$ cat config.mk
export PLATFORM = sky130hd
export DESIGN_NAME = ppi_top
export DESIGN_NICKNAME = d
export VERILOG_FILES = /design/src/ppi_top.v /design/src/ppi_edge.v
export VERILOG_INCLUDE_DIRS = /design/src
export SDC_FILE = /design/constraint.sdc
export NUM_CORES = 1
export LEC_CHECK = 0
export BUFFER_PORTS_ARGS = -buffer_cell sky130_fd_sc_hd__buf_2
export CAP_MARGIN = 15
export CORE_MARGIN = 3
export CORE_UTILIZATION = 30
export CTS_BUF_LIST = sky130_fd_sc_hd__clkbuf_2
export DETAILED_ROUTE_END_ITERATION = 8
export GPL_TIMING_DRIVEN = 0
export PLACE_DENSITY = 0.56
export SYNTH_ARGS = -nofsm -noshare
export SYNTH_HDL_FRONTEND = slang
export SYNTH_SLANG_ARGS = --single-unit
$ cat constraint.sdc
create_clock -name pclk -period 1.65 [get_ports pclk]
set_input_delay 0.33 -clock pclk [delete_from_list [all_inputs] [get_ports pclk]]
set_output_delay 0.33 -clock pclk [all_outputs]
set_load 0.02 [all_outputs]
$ cat src/ppi_defs.vh
`ifndef PPI_DEFS_VH
`define PPI_DEFS_VH

// register indices; byte address is four times the index
`define PPI_IDX_P0_FLAGS     8'h89
`define PPI_IDX_P1_FLAGS     8'h8a
`define PPI_IDX_P2_FLAGS     8'h8b
`define PPI_IDX_CONTROL      8'h8c
`define PPI_IDX_P1_MASK      8'h8d

// reset values
`define PPI_RST_FLAGS        8'h00
`define PPI_RST_CONTROL      8'h00
`define PPI_RST_MASK         8'h00

// port widths
`define PPI_P0_W             8
`define PPI_P1_W             8
`define PPI_P2_W             5

// control register fields
`define PPI_CTL_P0_EDGE      0
`define PPI_CTL_P1_EDGE      1
`define PPI_CTL_P2_EDGE      2
`define PPI_CTL_P0_LO_EN     3
`define PPI_CTL_P0_HI_EN     4
`define PPI_CTL_P2_EN        5
`define PPI_CTL_PAD_DRIVE    6
`define PPI_CTL_WMASK        8'h7f

// writable bits of the port 2 flag register
`define PPI_P2_FLAG_MASK     8'h1f

`endif

$ cat src/ppi_top.v
// What this block does
// - eight sticky port 1 flags, each set by its input's request
// - five port 2 flags in bits 4..0; bits 7..5 read zero
// - eight sticky port 0 flags, each set by its input's request
// - control bit 5 enables port 2 inputs 4..0 requests
// - control bit 4 enables port 0 inputs 7..4 requests
// - control bit 3 enables port 0 inputs 3..0 requests
// - control bit 2 picks port 2 edge: 0 rising, 1 falling
// - control bit 1 picks port 1 edge: 0 rising, 1 falling
// - control bit 0 picks port 0 edge: 0 rising, 1 falling
// - control bit 6 sets pad drive: 0 minimum, 1 maximum
// - port 1 mask gives each pin its own interrupt enable
// - port 1 and port 2 flags reset to zero
`timescale 1ns/10ps
`default_nettype none
`include "ppi_defs.vh"

module ppi_top #(
   parameter AW = 12
) (
   input  wire                 pclk,
   input  wire                 presetn,
   input  wire                 psel,
   input  wire                 penable,
   input  wire                 pwrite,
   input  wire [AW-1:0]        paddr,
   input  wire [31:0]          pwdata,
   input  wire [3:0]           pstrb,
   output reg  [31:0]          prdata,
   output reg                  pready,
   output reg                  pslverr,
   input  wire [`PPI_P0_W-1:0] port0_pins,
   input  wire [`PPI_P1_W-1:0] port1_pins,
   input  wire [`PPI_P2_W-1:0] port2_pins,
   output reg                  first_port_pending,
   output reg                  second_port_pending,
   output reg                  third_port_pending,
   output reg                  pad_drive_strength
);

   // flag state
   reg  [`PPI_P0_W-1:0] p0_flags_r;
   reg  [`PPI_P1_W-1:0] port1_pending_flags_r;
   reg  [`PPI_P2_W-1:0] port2_pending_flags_r;
   reg  [7:0]           port_irq_control_r;
   reg  [7:0]           port1_irq_mask_r;

   reg  [`PPI_P0_W-1:0] p0_flags_nxt;
   reg  [`PPI_P1_W-1:0] p1_flags_nxt;
   reg  [`PPI_P2_W-1:0] p2_flags_nxt;
   reg  [7:0]           p2_flags_full;
   reg  [7:0]           control_nxt;
   reg  [7:0]           mask_nxt;

   wire [`PPI_P0_W-1:0] p0_edge;
   wire [`PPI_P1_W-1:0] p1_edge;
   wire [`PPI_P2_W-1:0] p2_edge;

   // bus decode
   wire       setup_ph;
   wire       access_ph;
   wire       commit;
   wire       wr_commit;
   wire       lane0_wr;
   wire       aligned;
   wire [7:0] reg_idx;
   wire       hit_p0;
   wire       hit_p1;
   wire       hit_p2;
   wire       hit_ctl;
   wire       hit_msk;
   wire       mapped;
   wire [7:0] wbyte;

   reg        pready_nxt;
   reg        pslverr_nxt;
   reg [31:0] prdata_nxt;

   // enables
   wire [`PPI_P0_W-1:0] p0_enable;
   wire [`PPI_P1_W-1:0] p1_enable;
   wire [`PPI_P2_W-1:0] p2_enable;

   // index of a byte address, upper bits beyond 8 must be zero
   function [7:0] addr_to_idx;
      input [AW-1:0] a;
      reg   [AW-1:0] sh;
      begin
         sh          = a >> 2;
         addr_to_idx = sh[7:0];
      end
   endfunction

   // write-zero-to-clear with set winning over clear
   function [7:0] w0c_update;
      input [7:0] cur;
      input [7:0] set_ev;
      input       wr;
      input [7:0] data;
      reg   [7:0] kept;
      begin
         kept       = wr ? (cur & data) : cur;
         w0c_update = kept | set_ev;
      end
   endfunction

   // request flag of one port: any enabled and pending
   function any_enabled;
      input [7:0] flags;
      input [7:0] en;
      begin
         any_enabled = |(flags & en);
      end
   endfunction

   ppi_edge #(
      .W (`PPI_P0_W)
   ) u_edge_p0 (
      .pclk       (pclk),
      .presetn    (presetn),
      .pin_in     (port0_pins),
      .fall_sel   (port_irq_control_r[`PPI_CTL_P0_EDGE]),
      .edge_pulse (p0_edge)
   );

   ppi_edge #(
      .W (`PPI_P1_W)
   ) u_edge_p1 (
      .pclk       (pclk),
      .presetn    (presetn),
      .pin_in     (port1_pins),
      .fall_sel   (port_irq_control_r[`PPI_CTL_P1_EDGE]),
      .edge_pulse (p1_edge)
   );

   ppi_edge #(
      .W (`PPI_P2_W)
   ) u_edge_p2 (
      .pclk       (pclk),
      .presetn    (presetn),
      .pin_in     (port2_pins),
      .fall_sel   (port_irq_control_r[`PPI_CTL_P2_EDGE]),
      .edge_pulse (p2_edge)
   );

   assign setup_ph  = psel & ~penable;
   assign access_ph = psel & penable;
   assign commit    = access_ph & pready;
   assign wr_commit = commit & pwrite & ~pslverr;
   assign lane0_wr  = wr_commit & pstrb[0];
   assign aligned   = (paddr[1:0] == 2'b00);
   assign reg_idx   = addr_to_idx(paddr);
   assign wbyte     = pwdata[7:0];

   // address beyond the index byte is unmapped
   assign hit_p0  = aligned & ((paddr >> 10) == {AW{1'b0}})
                    & (reg_idx == `PPI_IDX_P0_FLAGS);
   assign hit_p1  = aligned & ((paddr >> 10) == {AW{1'b0}})
                    & (reg_idx == `PPI_IDX_P1_FLAGS);
   assign hit_p2  = aligned & ((paddr >> 10) == {AW{1'b0}})
                    & (reg_idx == `PPI_IDX_P2_FLAGS);
   assign hit_ctl = aligned & ((paddr >> 10) == {AW{1'b0}})
                    & (reg_idx == `PPI_IDX_CONTROL);
   assign hit_msk = aligned & ((paddr >> 10) == {AW{1'b0}})
                    & (reg_idx == `PPI_IDX_P1_MASK);
   assign mapped  = hit_p0 | hit_p1 | hit_p2 | hit_ctl | hit_msk;

   // group enables for ports 0 and 2, per pin for port 1
   assign p0_enable = {{4{port_irq_control_r[`PPI_CTL_P0_HI_EN]}},
                       {4{port_irq_control_r[`PPI_CTL_P0_LO_EN]}}};
   assign p1_enable = port1_irq_mask_r;
   assign p2_enable = {`PPI_P2_W{port_irq_control_r[`PPI_CTL_P2_EN]}};

   // one wait state: pready rises on the second access cycle
   always @* begin
      pready_nxt  = access_ph & ~pready;
      pslverr_nxt = access_ph & ~pready & ~mapped;
      prdata_nxt  = prdata;
      if (access_ph & ~pready) begin
         prdata_nxt = 32'h0000_0000;
         if (~pwrite) begin
            case (1'b1)
               hit_p0: begin
                  prdata_nxt[7:0] = p0_flags_r;
               end
               hit_p1: begin
                  prdata_nxt[7:0] = port1_pending_flags_r;
               end
               hit_p2: begin
                  prdata_nxt[7:0] = {3'b000, port2_pending_flags_r};
               end
               hit_ctl: begin
                  prdata_nxt[7:0] = port_irq_control_r;
               end
               hit_msk: begin
                  prdata_nxt[7:0] = port1_irq_mask_r;
               end
               default: begin
                  prdata_nxt = 32'h0000_0000;
               end
            endcase
         end
      end
   end

   // flag and register next values
   always @* begin
      p0_flags_nxt = w0c_update(p0_flags_r, p0_edge,
                                lane0_wr & hit_p0, wbyte);
      p1_flags_nxt = w0c_update(port1_pending_flags_r, p1_edge,
                                lane0_wr & hit_p1, wbyte);
      p2_flags_full = w0c_update({3'b000, port2_pending_flags_r},
                                 {3'b000, p2_edge},
                                 lane0_wr & hit_p2,
                                 wbyte & `PPI_P2_FLAG_MASK);
      p2_flags_nxt  = p2_flags_full[`PPI_P2_W-1:0];
      control_nxt  = port_irq_control_r;
      mask_nxt     = port1_irq_mask_r;
      if (lane0_wr & hit_ctl) begin
         control_nxt = wbyte & `PPI_CTL_WMASK;
      end
      if (lane0_wr & hit_msk) begin
         mask_nxt = wbyte;
      end
   end

   always @(posedge pclk or negedge presetn) begin
      if (!presetn) begin
         p0_flags_r            <= `PPI_RST_FLAGS;
         port1_pending_flags_r <= `PPI_RST_FLAGS;
         port2_pending_flags_r <= 5'h00;
         port_irq_control_r    <= `PPI_RST_CONTROL;
         port1_irq_mask_r      <= `PPI_RST_MASK;
      end else begin
         p0_flags_r            <= p0_flags_nxt;
         port1_pending_flags_r <= p1_flags_nxt;
         port2_pending_flags_r <= p2_flags_nxt;
         port_irq_control_r    <= control_nxt;
         port1_irq_mask_r      <= mask_nxt;
      end
   end

   always @(posedge pclk or negedge presetn) begin
      if (!presetn) begin
         pready  <= 1'b0;
         pslverr <= 1'b0;
         prdata  <= 32'h0000_0000;
      end else begin
         pready  <= pready_nxt;
         pslverr <= pslverr_nxt;
         prdata  <= prdata_nxt;
      end
   end

   // requests follow the flag registers one cycle later
   always @(posedge pclk or negedge presetn) begin
      if (!presetn) begin
         first_port_pending  <= 1'b0;
         second_port_pending <= 1'b0;
         third_port_pending  <= 1'b0;
         pad_drive_strength  <= 1'b0;
      end else begin
         first_port_pending  <= any_enabled(p0_flags_r, p0_enable);
         second_port_pending <= any_enabled(port1_pending_flags_r,
                                            p1_enable);
         third_port_pending  <= any_enabled({3'b000,
                                             port2_pending_flags_r},
                                            {3'b000, p2_enable});
         pad_drive_strength  <=
            port_irq_control_r[`PPI_CTL_PAD_DRIVE];
      end
   end

   // unused inputs besides lane 0 of pstrb
   wire unused_ok;
   assign unused_ok = &{1'b0, setup_ph, pstrb[3:1], pwdata[31:8]};

endmodule

`default_nettype wire

$ cat src/ppi_edge.v
`timescale 1ns/10ps
`default_nettype none

// two-flop synchroniser plus one-cycle edge pulse, edge chosen by fall_sel
module ppi_edge #(
   parameter W = 8
) (
   input  wire         pclk,
   input  wire         presetn,
   input  wire [W-1:0] pin_in,
   input  wire         fall_sel,
   output reg  [W-1:0] edge_pulse
);

   reg [W-1:0] meta_r;
   reg [W-1:0] sync_r;
   reg [W-1:0] prev_r;

   always @(posedge pclk or negedge presetn) begin
      if (!presetn) begin
         meta_r     <= {W{1'b0}};
         sync_r     <= {W{1'b0}};
         prev_r     <= {W{1'b0}};
         edge_pulse <= {W{1'b0}};
      end else begin
         meta_r <= pin_in;
         sync_r <= meta_r;
         prev_r <= sync_r;
         if (fall_sel) begin
            edge_pulse <= prev_r & ~sync_r;
         end else begin
            edge_pulse <= sync_r & ~prev_r;
         end
      end
   end

endmodule

`default_nettype wire

==> results.json <==
{
  "hold_path_class": "in -> reg",
  "pwr-share-seq": 0.601,
  "avgSynthCellArea_um2": 13.4,
  "period_share": 1.09,
  "route.detailed.drc": 0,
  "max-cap-violations": 0,
  "power.combinational.fraction": 0.079,
  "p_sw_frac": 0.246,
  "seq_area_frac_synth": 0.655,
  "fin_nets": 599,
  "syn_inst": 382,
  "ios": 112,
  "power_switching_mw": 1.41,
  "syn_area_um2": 5120,
  "holdPathEnd": "prdata[2]$_DFFE_PN0P_",
  "ys_warn_count": 0,
  "hold_slack_ns": 0.0892,
  "die_w_um": 137,
  "root_buffer": "clkbuf_2",
  "path_clk_slew_ns": 0.17,
  "layout-drive-gt1-share": 0.298,
  "total_power_mw": 5.71,
  "clk_latency_ns": 0.67,
  "dpl_cell_area_um2": 5810,
  "whs_path_depth": 4,
  "worst_setup_path_end_kind": "register",
  "synthArstFlopShare": 1.00,
  "grt_start_max_net_pins": 92,
  "fin_area_um2": 6590,
  "grt_pass1_vias": 3326,
  "setup_viol": 16,
  "dp_hpwl_um": 7400,
  "dieArea_um2": 18700,
  "synth_top_cell_area_share": 0.655,
  "grt_usage": 0.119,
  "layoutNonFillerInstCount": 757,
  "start_util": 0.308,
  "reg2reg_from": "pslverr$_DFF_PN0_",
  "crit_start": "pslverr$_DFF_PN0_",
  "place_congestion": 0.909,
  "worst_ir_drop_vdd_mv": 0.556,
  "power_density_nw_per_um2": 867,
  "fin_crit_ns": 1.79,
  "final.setup.worst_slack_ns": -0.141,
  "clkPwrFrac": 0.320,
  "antenna_found_initial": 0,
  "cts.sinks": 134,
  "hold_viol": 0,
  "io_buffers": 59,
  "num_vias": 3262,
  "n_antenna_cell": 0,
  "cp-start-kind": "register",
  "r2r_cells": 5,
  "cp.arrival_ns": 2.36,
  "fill_cells": 1570,
  "ant_nets": 0,
  "violations": "negative setup slack",
  "dominantRegCellSynth": "dfrtp_1",
  "max_clock_freq_ghz": 0.558,
  "status": "finished, violations left",
  "path_max_fanout": 7,
  "grt_pass1_wl_um": 16900,
  "slew_headroom": 0.484,
  "h-tree-depth": 4,
  "die_y_um": 137,
  "rows": 47,
  "fin_util": 0.396,
  "design.core.area_um2": 16600,
  "cts_inserted_buffers": 17,
  "yosysUniqueCellTypes": 40,
  "synth-edff-count": 0,
  "cp.required_ns": 2.22,
  "crit_type": "reg -> reg",
  "p_leak_nw": 2.99,
  "fin_skew_ns": 0.0307,
  "internal_power_mw": 4.31,
  "drt_iter0_drc": 128,
  "final_common_cell": "dfrtp_1",
  "placedCellCount": 685,
  "cts_tree": "yes",
  "r2r_slack_ns": -0.14,
  "routed_wl_um": 10500,
  "synth_top_area_cell": "dfrtp_1",
  "dpl_worst_slack_ns": -0.555,
  "hp-start": "paddr[7]",
  "timing.rr.end": "port_irq_control_r[3]$_DFFE_PN0P_",
  "yosys_register_bits": 134,
  "finalSetupTns_ns": -1.53,
  "first_pass_iters": 4,
  "synthTopCellsByArea": "dfrtp_1 (65%), nand2b_1 (5.4%), buf_4 (3.7%)",
  "viasPerCell": 4.31,
  "final_cell_mix": "dfrtp_1 (134), buf_2 (51), nand2b_1 (44)",
  "worstMarginPinSlew_ns": 0.774,
  "cts.path.max_buffers": 2,
  "detail_route.wl_per_cell_um": 13.8,
  "overflow": 0,
  "drv_slew": 0,
  "rsz0062_at_grt": "yes",
  "area_growth_pct": 28.8
}
-- state kept, by name, summed over array words and instances, names as in the netlist, 7 cells and up --
name,flops
u_edge_p0.meta_r,8
u_edge_p0.prev_r,8
port_irq_control_r,7
u_edge_p1.edge_pulse,8
port1_pending_flags_r,8
p0_flags_r,8
u_edge_p1.sync_r,8
u_edge_p1.meta_r,8
u_edge_p1.prev_r,8
u_edge_p0.sync_r,8
p1_enable,8
prdata,8
u_edge_p0.edge_pulse,8
-- layer usage --
metal / global-route usage / routed length, um / vias to the layer above
li1: - / - / 1604
met1: 0.152 / 4730 / 1545
met2: 0.184 / 4920 / 94
met3: 0.0375 / 623 / 19
met4: 0.0560 / 186 / 0
met5: 0 / 0 / -
-- worst max-delay path by stage --
| stage | slack [ns] | endpoint |
|---|---|---|
| 2_1_floorplan | -0.23 | port_irq_control_r[0]$_DFFE_PN0P_ |
| 3_3_place_gp | -1.48 | pad_drive_strength$_DFF_PN0_ |
| 4_1_cts | -0.16 | port_irq_control_r[5]$_DFFE_PN0P_ |
| 6_report | -0.14 | port_irq_control_r[3]$_DFFE_PN0P_ |
| 5_1_grt | -0.18 | port_irq_control_r[5]$_DFFE_PN0P_ |
| 3_5_place_dp | -0.56 | port_irq_control_r[3]$_DFFE_PN0P_ |
-- synthesized netlist by cell type, types with 2 or more instances --
cell type    n
dfrtp_1    134
nand2b_1    44
buf_4       25
nand3b_1    23
o21ai_0     23
o31ai_1     14
nand2_1     13
o41ai_1     13
clkbuf_1    12
mux2_2      11
mux2_4       7
nor2_1       7
nor2b_1      6
a221oi_1     5
a22oi_1      5
nor3_1       5
inv_1        3
mux2i_1      3
nand4_1      3
a221o_1      2
nand3_1      2
o211ai_1     2
o21bai_1     2
o221ai_1     2
-- critical path: stages (launching register included) --
cell and delay (ns):
dfrtp_1 0.41, and4b_2 0.32, nand4_4 0.13, or3b_1 0.40
buf_6 0.17, mux2_4 0.30
-- final cells by class --
| type | count | area (um2) | area share |
|---|---|---|---|
| Multi-Input combinational cell | 229 | 1710 | 0.260 |
| Tap cell | 220 | 275 | 0.0417 |
| Sequential cell | 134 | 3350 | 0.509 |
| Clock inverter | 9 | 105 | 0.0159 |
| Inverter | 3 | 11.3 | 0.00171 |
| Clock buffer | 22 | 110 | 0.0167 |
| Timing Repair Buffer | 101 | 774 | 0.117 |
| Buffer | 39 | 250 | 0.0380 |
-- kinds of logic after synthesis --
kind of cell	after synthesis	synth area share
flops	134	0.655
compound gates	71	0.0982
other cells	1	0.000732
simple gates	113	0.145
buf+inv	42	0.0506
mux	21	0.0506
-- timing repair --
| action | CTS | global route |
|---|---|---|
| hold buffers | 35 | 0 |
| resized for setup | 1 | 35 |
| setup buffers | 2 | 4 |
| endpoints found under the hold margin | 195 | 0 |
| setup endpoints to repair | 24 | 36 |
| pin swaps | 1 | 0 |
-- power by group through the flow --
stage                     Sequential (mW)  Clock (mW)  Combinational [mW]
final                                3.43        1.83               0.452
after CTS                            3.44        1.92               0.444
after global routing                 3.45        2.05               0.503
after floorplan                      3.49           0               0.196
after global placement               3.49           0               0.365
after detailed placement             3.50           0               0.381
No activity file was read; power rests on OpenSTA's default activity.
